==> src/inc/ccr_pkg.sv <==
// Purpose: Shared constants for the core control register bank
// Assumes: Byte-wide registers reached over a two-wire serial slave
// Notes: Register addresses are the register numbers 0 to 3
// =====================================================================
// Package
package ccr_pkg;
  // Seven-bit target address on the two-wire bus
  localparam logic [6:0] CCR_DEV_ADDR = 7'h08;
  // Register addresses
  localparam logic [7:0] CCR_ADDR_CHIP = 8'h00;
  localparam logic [7:0] CCR_ADDR_TX = 8'h01;
  localparam logic [7:0] CCR_ADDR_LOOP = 8'h02;
  localparam logic [7:0] CCR_ADDR_CONV = 8'h03;
  // Reset values
  localparam logic [7:0] CCR_DEF_CHIP = 8'h41;
  localparam logic [7:0] CCR_DEF_TX = 8'h00;
  localparam logic [7:0] CCR_DEF_LOOP = 8'h00;
  localparam logic [7:0] CCR_DEF_CONV = 8'h00;
  // Chip register fields
  localparam int CCR_GLOBAL_RST_BIT = 7;
  localparam int CCR_REG_RST_BIT = 1;
  localparam int CCR_CHIP_EN_BIT = 0;
  localparam logic [7:0] CCR_SC_MASK = 8'h82;
  // Transmit bias register fields
  localparam int CCR_PD_FAULT_BIT = 7;
  localparam int CCR_PD_RANGE_HI = 6;
  localparam int CCR_PD_RANGE_LO = 5;
  localparam int CCR_OPEN_LOOP_BIT = 4;
  localparam int CCR_FAULT_EN_BIT = 3;
  localparam int CCR_BIAS_EN_BIT = 2;
  localparam int CCR_BIAS_SINK_BIT = 1;
  localparam int CCR_PD_POL_BIT = 0;
  // Loopback register fields
  localparam int CCR_OPT_LB_BIT = 1;
  localparam int CCR_ELEC_LB_BIT = 0;
  // Converter register fields
  localparam int CCR_CONV_EN_BIT = 7;
  localparam int CCR_OSC_EN_BIT = 6;
  localparam int CCR_CONV_RST_BIT = 4;
  localparam int CCR_SEL_HI = 2;
  localparam int CCR_SEL_LO = 0;
  // Converter input codes
  localparam logic [2:0] CCR_SEL_TEMP = 3'h0;
  localparam logic [2:0] CCR_SEL_SUPPLY = 3'h1;
  localparam logic [2:0] CCR_SEL_BIAS_MON = 3'h2;
  localparam logic [2:0] CCR_SEL_PD_MON = 3'h3;
  // Bits in a byte
  localparam logic [3:0] CCR_BYTE_BITS = 4'h8;
  // Serial slave states
  typedef enum logic [3:0] {
    CCR_IDLE = 4'h0,
    CCR_DEVADR = 4'h1,
    CCR_ACK_DEV = 4'h2,
    CCR_REGADR = 4'h3,
    CCR_ACK_REG = 4'h4,
    CCR_WDATA = 4'h5,
    CCR_ACK_WR = 4'h6,
    CCR_RDATA = 4'h7,
    CCR_HOST_ACK = 4'h8,
    CCR_WAIT = 4'h9
  } ccr_state_t;
endpackage : ccr_pkg

==> src/ccr_pin_filter.sv <==
// Purpose: Three-stage pin synchroniser with agreement filter
// Assumes: Input is asynchronous to clk
// Notes: Output follows only when stages two and three agree
`timescale 1ns/10ps
`default_nettype none
// =====================================================================
// Pin filter
module ccr_pin_filter #(
  parameter logic RESET_LEVEL = 1'b1
) (
  // Clock and reset
  input wire logic clk,
  input wire logic rstn,
  // Pin and filtered level
  input wire logic pin,
  output logic level
);
  logic s1; // First stage, read only by s2
  logic s2; // Second stage
  logic s3; // Third stage

  // Synchroniser chain
  always_ff @(posedge clk or negedge rstn) begin
    if (!rstn) begin
      s1 <= RESET_LEVEL;
      s2 <= RESET_LEVEL;
      s3 <= RESET_LEVEL;
    end else begin
      s1 <= pin;
      s2 <= s1;
      s3 <= s2;
    end
  end

  // Accept a change once two stages agree
  always_ff @(posedge clk or negedge rstn) begin
    if (!rstn) begin
      level <= RESET_LEVEL;
    end else if (s2 == s3) begin
      level <= s3;
    end
  end
endmodule : ccr_pin_filter
`default_nettype wire

==> src/ccr_bank.sv <==
// Purpose: Core control register bank behind a two-wire serial slave
// Assumes: Host runs the bus far slower than clk
// Notes: One data byte per transfer; reads use a preset address
// =====================================================================
// Overview of operation
// - Bit 7 write resets register pointer, registers
// - Bit 1 write restores all registers' defaults
// - Self-clearing bits always read as zero
// - Bit 0 is chip enable, default one
// - First register reads 41h after reset
// - Bit 7 gates photodiode monitor fault trigger
// - Bits 6:5 select photodiode current range
// - Bit 4 chooses open or closed loop
// - Bit 3 switches fault detection
// - Bit 2 enables bias; clearing it clears fault
// - Bit 1 chooses bias sink or source
// - Bit 0 sets photodiode polarity
// - Loopback bit 1 selects optical loopback
// - Loopback bit 0 selects electrical loopback
// - Converter bit 7 enables converter
// - Converter bit 6 enables its oscillator
// - Converter bit 4 holds converter reset
// - Converter bits 2:0 select monitored input
// - Fixed address, direction, register, one data byte
// - Power-on reset loads every default
`timescale 1ns/10ps
`default_nettype none
// =====================================================================
// Register bank top
module ccr_bank
  import ccr_pkg::*;
(
  // Clock and reset
  input wire logic clk,
  input wire logic rstn,
  // Two-wire bus pins
  input wire logic scl_in,
  input wire logic sda_in,
  output logic sda_out,
  output logic sda_oe,
  // Chip controls
  output logic chip_enable,
  output logic global_soft_reset,
  output logic reg_soft_reset,
  // Transmit bias controls
  output logic pd_monitor_fault_trigger,
  output logic pd_range_high,
  output logic pd_range_low,
  output logic open_loop_select,
  output logic fault_detect_enable,
  output logic laser_bias_enable,
  output logic fault_clear,
  output logic bias_sink_select,
  output logic photodiode_polarity,
  // Loopback controls
  output logic optical_loopback_select,
  output logic electrical_loopback_select,
  // Monitor converter controls
  output logic converter_enable,
  output logic converter_osc_enable,
  output logic converter_reset,
  output logic converter_input_sel_2,
  output logic converter_input_sel_1,
  output logic converter_input_sel_0
);
  // ===================================================================
  // Declarations
  logic scl_f; // Filtered clock line
  logic sda_f; // Filtered data line
  logic scl_d; // Clock line one cycle ago
  logic sda_d; // Data line one cycle ago
  logic scl_rise; // Clock rising edge
  logic scl_fall; // Clock falling edge
  logic bus_start; // Start or repeated start
  logic bus_stop; // Stop condition
  ccr_state_t state; // Slave state
  logic [3:0] bit_cnt; // Bits moved in current byte
  logic [7:0] shreg; // Shift register
  logic [7:0] reg_ptr; // Register pointer
  logic wr_en; // One-cycle write strobe
  logic [7:0] wr_data; // Write data
  logic [7:0] reg_chip; // Chip register, self-clearing bits zero
  logic [7:0] reg_tx; // Transmit bias register
  logic [7:0] reg_loop; // Loopback register
  logic [7:0] reg_conv; // Converter register
  logic soft_any; // Either soft reset pulse
  logic [7:0] next_tx; // Next transmit bias value
  logic [7:0] rd_byte; // Byte the pointer selects for a read

  // Read mux, self-clearing bits forced low
  function automatic logic [7:0] read_reg(input logic [7:0] a, input logic [7:0] c,
                                          input logic [7:0] t, input logic [7:0] l,
                                          input logic [7:0] v);
    logic [7:0] r;
    r = 8'h00;
    unique case (a)
      CCR_ADDR_CHIP: r = c & ~CCR_SC_MASK;
      CCR_ADDR_TX: r = t;
      CCR_ADDR_LOOP: r = l;
      CCR_ADDR_CONV: r = v;
      default: r = 8'h00; // Unmapped reads zero
    endcase
    return r;
  endfunction : read_reg

  // ===================================================================
  // Pin synchronisers
  ccr_pin_filter #(.RESET_LEVEL(1'b1)) u_scl (
    .clk(clk),
    .rstn(rstn),
    .pin(scl_in),
    .level(scl_f)
  );
  ccr_pin_filter #(.RESET_LEVEL(1'b1)) u_sda (
    .clk(clk),
    .rstn(rstn),
    .pin(sda_in),
    .level(sda_f)
  );

  // Previous line levels
  always_ff @(posedge clk or negedge rstn) begin
    if (!rstn) begin
      scl_d <= 1'b1;
      sda_d <= 1'b1;
    end else begin
      scl_d <= scl_f;
      sda_d <= sda_f;
    end
  end

  // Bus events
  assign scl_rise = scl_f & ~scl_d;
  assign scl_fall = ~scl_f & scl_d;
  assign bus_start = scl_f & scl_d & sda_d & ~sda_f;
  assign bus_stop = scl_f & scl_d & ~sda_d & sda_f;
  assign sda_out = 1'b0;
  // Read byte for the pointer, self-clearing bits already low
  assign rd_byte = read_reg(reg_ptr, reg_chip, reg_tx, reg_loop, reg_conv);

  // ===================================================================
  // Serial slave state machine
  always_ff @(posedge clk or negedge rstn) begin
    if (!rstn) begin
      state <= CCR_IDLE;
      bit_cnt <= 4'h0;
      shreg <= 8'h00;
      sda_oe <= 1'b0;
      wr_en <= 1'b0;
      wr_data <= 8'h00;
    end else begin
      wr_en <= 1'b0;
      if (bus_stop) begin
        // Stop frees the bus
        state <= CCR_IDLE;
        sda_oe <= 1'b0;
      end else if (bus_start) begin
        // Start or repeated start begins address
        state <= CCR_DEVADR;
        bit_cnt <= 4'h0;
        sda_oe <= 1'b0;
      end else if (scl_rise) begin
        unique case (state)
          CCR_DEVADR, CCR_REGADR, CCR_WDATA: begin
            // Sample an incoming bit
            shreg <= {shreg[6:0], sda_f};
            bit_cnt <= bit_cnt + 4'h1;
          end
          CCR_HOST_ACK: state <= CCR_WAIT;
          default: state <= state;
        endcase
      end else if (scl_fall) begin
        unique case (state)
          CCR_DEVADR: begin
            if (bit_cnt == CCR_BYTE_BITS) begin
              if (shreg[7:1] == CCR_DEV_ADDR) begin
                state <= CCR_ACK_DEV;
                sda_oe <= 1'b1;
              end else begin
                state <= CCR_WAIT; // Not ours, stay off the line
              end
            end
          end
          CCR_ACK_DEV: begin
            bit_cnt <= 4'h0;
            if (shreg[0]) begin
              // Read: first data bit out now
              state <= CCR_RDATA;
              shreg <= rd_byte;
              sda_oe <= ~rd_byte[7];
              bit_cnt <= 4'h1;
            end else begin
              state <= CCR_REGADR;
              sda_oe <= 1'b0;
            end
          end
          CCR_REGADR: begin
            if (bit_cnt == CCR_BYTE_BITS) begin
              state <= CCR_ACK_REG;
              sda_oe <= 1'b1;
            end
          end
          CCR_ACK_REG: begin
            state <= CCR_WDATA;
            sda_oe <= 1'b0;
            bit_cnt <= 4'h0;
          end
          CCR_WDATA: begin
            if (bit_cnt == CCR_BYTE_BITS) begin
              // Byte complete: write and acknowledge
              state <= CCR_ACK_WR;
              sda_oe <= 1'b1;
              wr_en <= 1'b1;
              wr_data <= shreg;
            end
          end
          CCR_ACK_WR: begin
            state <= CCR_WAIT;
            sda_oe <= 1'b0;
          end
          CCR_RDATA: begin
            if (bit_cnt == CCR_BYTE_BITS) begin
              state <= CCR_HOST_ACK;
              sda_oe <= 1'b0;
            end else begin
              // Next bit, most significant first
              sda_oe <= ~shreg[6];
              shreg <= {shreg[6:0], 1'b0};
              bit_cnt <= bit_cnt + 4'h1;
            end
          end
          default: state <= state;
        endcase
      end
    end
  end

  // Register pointer, cleared by global reset
  always_ff @(posedge clk or negedge rstn) begin
    if (!rstn) begin
      reg_ptr <= 8'h00;
    end else if (global_soft_reset) begin
      reg_ptr <= 8'h00;
    end else if (state == CCR_REGADR && scl_fall && bit_cnt == CCR_BYTE_BITS) begin
      reg_ptr <= shreg;
    end
  end

  // ===================================================================
  // Soft reset pulses
  always_ff @(posedge clk or negedge rstn) begin
    if (!rstn) begin
      global_soft_reset <= 1'b0;
      reg_soft_reset <= 1'b0;
    end else begin
      global_soft_reset <= wr_en & (reg_ptr == CCR_ADDR_CHIP) & wr_data[CCR_GLOBAL_RST_BIT];
      reg_soft_reset <= wr_en & (reg_ptr == CCR_ADDR_CHIP) & wr_data[CCR_REG_RST_BIT];
    end
  end
  assign soft_any = global_soft_reset | reg_soft_reset;

  // Chip register, self-clearing bits never stored
  always_ff @(posedge clk or negedge rstn) begin
    if (!rstn) begin
      reg_chip <= CCR_DEF_CHIP;
    end else if (soft_any) begin
      reg_chip <= CCR_DEF_CHIP;
    end else if (wr_en && reg_ptr == CCR_ADDR_CHIP && (wr_data & CCR_SC_MASK) == 8'h00) begin
      // A reset write stores nothing, so chip enable cannot blink low
      reg_chip <= wr_data & ~CCR_SC_MASK;
    end
  end

  // Next transmit bias value
  always_comb begin
    next_tx = reg_tx;
    if (soft_any) begin
      next_tx = CCR_DEF_TX;
    end else if (wr_en && reg_ptr == CCR_ADDR_TX) begin
      next_tx = wr_data;
    end
  end

  // Transmit bias register and fault clear on bias drop
  always_ff @(posedge clk or negedge rstn) begin
    if (!rstn) begin
      reg_tx <= CCR_DEF_TX;
      fault_clear <= 1'b0;
    end else begin
      reg_tx <= next_tx;
      fault_clear <= reg_tx[CCR_BIAS_EN_BIT] & ~next_tx[CCR_BIAS_EN_BIT];
    end
  end

  // Loopback and converter registers
  always_ff @(posedge clk or negedge rstn) begin
    if (!rstn) begin
      reg_loop <= CCR_DEF_LOOP;
      reg_conv <= CCR_DEF_CONV;
    end else if (soft_any) begin
      reg_loop <= CCR_DEF_LOOP;
      reg_conv <= CCR_DEF_CONV;
    end else if (wr_en) begin
      if (reg_ptr == CCR_ADDR_LOOP) begin
        reg_loop <= wr_data;
      end
      if (reg_ptr == CCR_ADDR_CONV) begin
        reg_conv <= wr_data;
      end
    end
  end

  // ===================================================================
  // Control outputs, straight from register bits
  assign chip_enable = reg_chip[CCR_CHIP_EN_BIT];
  assign pd_monitor_fault_trigger = reg_tx[CCR_PD_FAULT_BIT];
  assign pd_range_high = reg_tx[CCR_PD_RANGE_HI];
  assign pd_range_low = reg_tx[CCR_PD_RANGE_LO];
  assign open_loop_select = reg_tx[CCR_OPEN_LOOP_BIT];
  assign fault_detect_enable = reg_tx[CCR_FAULT_EN_BIT];
  assign laser_bias_enable = reg_tx[CCR_BIAS_EN_BIT];
  assign bias_sink_select = reg_tx[CCR_BIAS_SINK_BIT];
  assign photodiode_polarity = reg_tx[CCR_PD_POL_BIT];
  assign optical_loopback_select = reg_loop[CCR_OPT_LB_BIT];
  assign electrical_loopback_select = reg_loop[CCR_ELEC_LB_BIT];
  assign converter_enable = reg_conv[CCR_CONV_EN_BIT];
  assign converter_osc_enable = reg_conv[CCR_OSC_EN_BIT];
  assign converter_reset = reg_conv[CCR_CONV_RST_BIT];
  assign converter_input_sel_2 = reg_conv[CCR_SEL_HI];
  assign converter_input_sel_1 = reg_conv[CCR_SEL_LO + 1];
  assign converter_input_sel_0 = reg_conv[CCR_SEL_LO];

  // ===================================================================
  // Assertions
  a_sc_reads_zero: assert property (@(posedge clk) disable iff (!rstn)
    (read_reg(CCR_ADDR_CHIP, reg_chip, reg_tx, reg_loop, reg_conv) & CCR_SC_MASK) == 8'h00)
    else $error("self-clearing bit read as one");
  a_global_cause: assert property (@(posedge clk) disable iff (!rstn)
    wr_en && reg_ptr == CCR_ADDR_CHIP && wr_data[7] |=> global_soft_reset ##1 reg_ptr == 8'h00)
    else $error("global reset did not act");
  a_pulse_single: assert property (@(posedge clk) disable iff (!rstn)
    global_soft_reset || reg_soft_reset |=> !global_soft_reset && !reg_soft_reset)
    else $error("soft reset pulse too long");
  a_reg_defaults: assert property (@(posedge clk) disable iff (!rstn)
    reg_soft_reset |=> reg_chip == 8'h41 && reg_tx == 8'h00 && reg_loop == 8'h00
      && reg_conv == 8'h00)
    else $error("register reset left values");
  a_chip_enable: assert property (@(posedge clk) disable iff (!rstn)
    wr_en && reg_ptr == CCR_ADDR_CHIP && (wr_data & CCR_SC_MASK) == 8'h00
      |=> chip_enable == $past(wr_data[0]))
    else $error("chip enable not written");
  a_tx_write: assert property (@(posedge clk) disable iff (!rstn)
    wr_en && reg_ptr == CCR_ADDR_TX && !soft_any |=>
      {pd_monitor_fault_trigger, pd_range_high, pd_range_low, open_loop_select,
       fault_detect_enable, laser_bias_enable, bias_sink_select, photodiode_polarity}
      == $past(wr_data))
    else $error("bias controls not written");
  a_fault_clear: assert property (@(posedge clk) disable iff (!rstn)
    $past(rstn) && $fell(laser_bias_enable) |-> fault_clear)
    else $error("bias drop gave no fault clear");
  a_loop_write: assert property (@(posedge clk) disable iff (!rstn)
    wr_en && reg_ptr == CCR_ADDR_LOOP && !soft_any |=>
      {optical_loopback_select, electrical_loopback_select} == $past(wr_data[1:0]))
    else $error("loopback select not written");
  a_conv_write: assert property (@(posedge clk) disable iff (!rstn)
    wr_en && reg_ptr == CCR_ADDR_CONV && !soft_any |=>
      {converter_enable, converter_osc_enable, converter_reset, converter_input_sel_2,
       converter_input_sel_1, converter_input_sel_0} ==
      {$past(wr_data[7:6]), $past(wr_data[4]), $past(wr_data[2:0])})
    else $error("converter controls not written");
  a_addr_ack: assert property (@(posedge clk) disable iff (!rstn)
    state == CCR_ACK_DEV || state == CCR_ACK_REG || state == CCR_ACK_WR |-> sda_oe)
    else $error("acknowledge not driven");
endmodule : ccr_bank
`default_nettype wire

==> config.mk <==
export PLATFORM = sky130hd
export DESIGN_NAME = ccr_bank
export DESIGN_NICKNAME = d
export VERILOG_FILES = /design/src/inc/ccr_pkg.sv /design/src/ccr_pin_filter.sv /design/src/ccr_bank.sv
export SDC_FILE = /design/constraint.sdc
export NUM_CORES = 1
export LEC_CHECK = 0
export BUFFER_PORTS_ARGS = -buffer_cell sky130_fd_sc_hd__clkbuf_2
export CAP_MARGIN = 30
export CELL_PAD_IN_SITES_DETAIL_PLACEMENT = 0
export CELL_PAD_IN_SITES_GLOBAL_PLACEMENT = 1
export CORE_MARGIN = 8
export CORE_UTILIZATION = 30
export CTS_BUF_LIST = sky130_fd_sc_hd__clkbuf_16
export CTS_CLUSTER_DIAMETER = 50
export DETAILED_ROUTE_END_ITERATION = 10
export GPL_ROUTABILITY_DRIVEN = 0
export HOLD_SLACK_MARGIN = 0.12
export PLACE_DENSITY_LB_ADDON = 0.3
export SYNTH_ARGS = -nofsm -noshare
export SYNTH_HDL_FRONTEND = slang
export SYNTH_SLANG_ARGS = --single-unit
==> constraint.sdc <==
create_clock -name clk -period 2.22 [get_ports clk]
set_input_delay 0.444 -clock clk [delete_from_list [all_inputs] [get_ports clk]]
set_output_delay 0.444 -clock clk [all_outputs]
set_load 0.01 [all_outputs]
==> results_tabular.tex <==
\begin{tabular}{lr}
\hline
Metric & Value \\
\hline
\multicolumn{2}{l}{\textbf{Outcome}} \\
Result of the run & complete, no violations \\
\multicolumn{2}{l}{\textbf{STA}} \\
Least-Margin Pin Slew & $\sim$0.73 ns \\
Upper clock frequency limit & 472.8 MHz \\
Worst Skew & 0.006022 ns \\
Max Slew Vio Count & 0 \\
RSZ-0062 raised after global routing & false \\
Normalized max-slew margin & 0.5121 \\
Minimum clock period & 2.115 ns \\
Final worst path period share & 0.9527 \\
Setup TNS & 0 ns \\
Total of endpoints with negative setup slack in the final report & 0 \\
Count of final hold-check violations & 0 \\
\multicolumn{2}{l}{\textbf{Critical path}} \\
Crit end category & register \\
Critical Path Fanout Max & 8 \\
Kind of critical path & register to register \\
Arrival time worst endpoint & between 2 and 2.5 ns \\
Worst setup SP type & register \\
Critical path required time & 2.44 ns \\
\multicolumn{2}{l}{\textbf{Detailed routing}} \\
Routed len/inst & between 15 and 20 um \\
Post-Route WL & approximately 10000 um \\
Antenna-violating nets left & 0 \\
Detailed router's first-iteration violation count & approximately 150 \\
Via count & 2900 \\
Remaining routing DRC violations & 0 \\
Pre-antenna DRT Iters & 5 \\
Routed via count divided by cell count & 4.899 \\
\multicolumn{2}{l}{\textbf{Clock tree}} \\
Clock root cell & clkbuf\_16 \\
TritonCTS clock tree & yes \\
Number of sinks handled by clock tree synthesis & between 70 and 80 \\
Maximum clock path buffer count & 2 \\
H-tree depth & 3 \\
Cts-stage hold buffer count & 0 \\
Number of buffers created by CTS & 9 \\
Clock edge transition at the registers on the reported setup and hold paths & 0.06 ns \\
Clock latency on the worst-skew pair & 0.34 ns \\
\multicolumn{2}{l}{\textbf{Placement}} \\
Number of buffers inserted by port buffering & 24 \\
Count of placed standard cells including taps & 574 \\
Final HPWL DP & 7087 um \\
\multicolumn{2}{l}{\textbf{Layout}} \\
Commonest non-fill, non-tap cells in the layout & 65 x dfrtp\_1, 43 x nor2\_1, 30 x mux2i\_1 \\
Post-layout utilization of the core & 0.3608 \\
Count of antenna diodes in the layout & 0 \\
Post-layout instance count excluding filler cells & between 500 and 600 \\
\# nets final & 420 \\
P\&R area growth vs syn & 19.21\% \\
Share of layout cells above drive strength 1 & 0.2788 \\
Most frequent standard cell in the layout excluding fill and tap cells & dfrtp\_1 \\
\multicolumn{2}{l}{\textbf{Power and ir drop}} \\
Power density over cell area & 749.8 nW/um2 \\
Leak & around 2.2 nW \\
Largest vdd supply drop & 493.6 uV \\
\multicolumn{2}{l}{\textbf{Yosys}} \\
Leading register cell type out of synthesis & dfrtp\_1 \\
Post-synthesis area per instance & 10.76 um2 \\
Number of instances in the synthesized netlist & approximately 370 \\
Post-synth ARST share & 1.000 \\
Count of state elements after synthesis & 77 \\
Total number of yosys warnings & 0 \\
Number of different library cells in the post-synthesis netlist & 59 \\
Count of flip-flops with a built-in enable after synthesis & 0 \\
Sequential share of the synthesized area & 0.4904 \\
Mapped cell area & 3960 um2 \\
Post-synthesis net count & 377 \\
\multicolumn{2}{l}{\textbf{Global routing}} \\
Wire length of the first global-routing pass & 16460 um \\
Global routing usage summed across all routing layers & 0.1253 \\
Largest net degree at the start of global routing & 41 \\
Via count of the first global-routing pass & roughly 3100 \\
Initial antenna violation count & 0 \\
Overflow after GRT & 0 \\
\multicolumn{2}{l}{\textbf{Floorplan}} \\
Die width & 130.9 um \\
Starting utilization of the core area & 0.3026 \\
Core Footprint & about 13000 um2 \\
Full die area & 17130 um2 \\
Die span in y & 130.9 um \\
Number of core rows & 42 \\
Num ports & 26 \\
\multicolumn{2}{l}{\textbf{Run}} \\
Number of max-cap violations & 0 \\
\multicolumn{2}{l}{\textbf{Min path}} \\
Type of the tightest min-delay check & input port to async pin \\
\hline
\end{tabular}
-- sequential cells by signal (all words and copies together) (netlist names), 4 cells and up --
signal and cells:
reg_conv 8, reg_loop 8, reg_ptr 8, reg_tx 8, shreg 8, wr_data 8
reg_chip 6, bit_cnt 4, state 4
-- cells in the mapped netlist, types with 6 or more instances --
master     n  area share
a21oi_1   20       0.025
and2_1     6      0.0095
buf_2      6      0.0076
clkbuf_1  10      0.0095
dfrtp_1   65        0.41
dfstp_2   12       0.080
inv_1     17       0.016
mux2_2    19       0.054
mux2i_1   30       0.076
mux4_2     6       0.034
nand2_1   24       0.023
nand3_1    9       0.011
nor2_1    44       0.042
nor3_1     7      0.0088
o21ai_0   22       0.028
-- per-layer routing --
layer  global-route usage  part of all wire  routed length (um)  up-vias
met3              0.03734             0.040                 387        8
li1                     -                 -                   -     1389
met5                    0                 0                   0        -
met1               0.1600              0.47                4632     1446
met4              0.03579             0.011                 107        0
met2               0.2013              0.48                4651       57
-- final timing paths --
kind | slack (ns) | from | cells past startpoint | to
max | 0.11 | scl_d | 7 | shreg[7]
min | 0.11 | rstn | 1 | reg_conv[5]
max reg2reg | 0.11 | scl_d | 7 | shreg[7]
min reg2reg | 0.35 | u_sda.s1 | 0 | u_sda.s2
max in group asynchronous | 1.42 | rstn | 2 | scl_d
min in group clk | 0.19 | sda_in | 1 | u_sda.s1
-- per-stage QoR --
stage	total power, mW	area [um2]	hold slack, ns	setup slack, ns
after floorplan	2.025	3960	0.1484	0.1749
after global placement	2.242	4424	0.3456	0.07578
after detailed placement	2.245	4424	0.3469	0.06589
after CTS	3.576	4688	0.1206	0.05554
after global routing	3.746	4721	0.1256	0.02948
final	3.540	4721	0.1053	0.1050
-- area by class of cell --
cell class,instances,area [um2]
fillers,1332,8364
flip-flops and latches,77,1942
multi-input cells,255,1868
repair buffers,51,362.8
clock buffers,9,225.2
well taps,176,220.2
inverters,17,63.81
clock inverters,7,38.79
-- what timing repair did --
item / CTS / global route
endpoints found under the setup margin: 0 / 8
endpoints found under the hold margin: 0 / 0
setup buffers: 0 / 2
gates resized for setup: 0 / 2
-- power breakdown --
| group | internal [mW] | total (mW) | switching [mW] |
|---|---|---|---|
| clock | 0.743 | 1.30 | 0.561 |
| combinational | 0.275 | 0.649 | 0.374 |
| sequential | 1.49 | 1.59 | 0.0940 |
-- cell families (layout without fill, tap and decap cells) --
kind of cell    after synthesis  in the layout  share of synthesized area
buf+inv                      36             84                    0.03918
flops                        77             77                     0.4904
simple gates                120            120                     0.1687
other cells                   1              1                  0.0009470
xor+xnor                      2              2                   0.004424
compound gates               70             70                     0.1115
mux                          55             55                     0.1640
fa+ha+maj                     7              7                    0.02085
-- worst max-delay path, cell delays in order, from the launching register on --
cell,delay (ns)
dfstp_2,0.54
inv_1,0.05
ha_2,0.21
or3_4,0.43
o211ai_4,0.28
nor3_4,0.08
buf_12,0.15
mux2_2,0.26
Note: power is estimated with default switching activity, not from simulation.
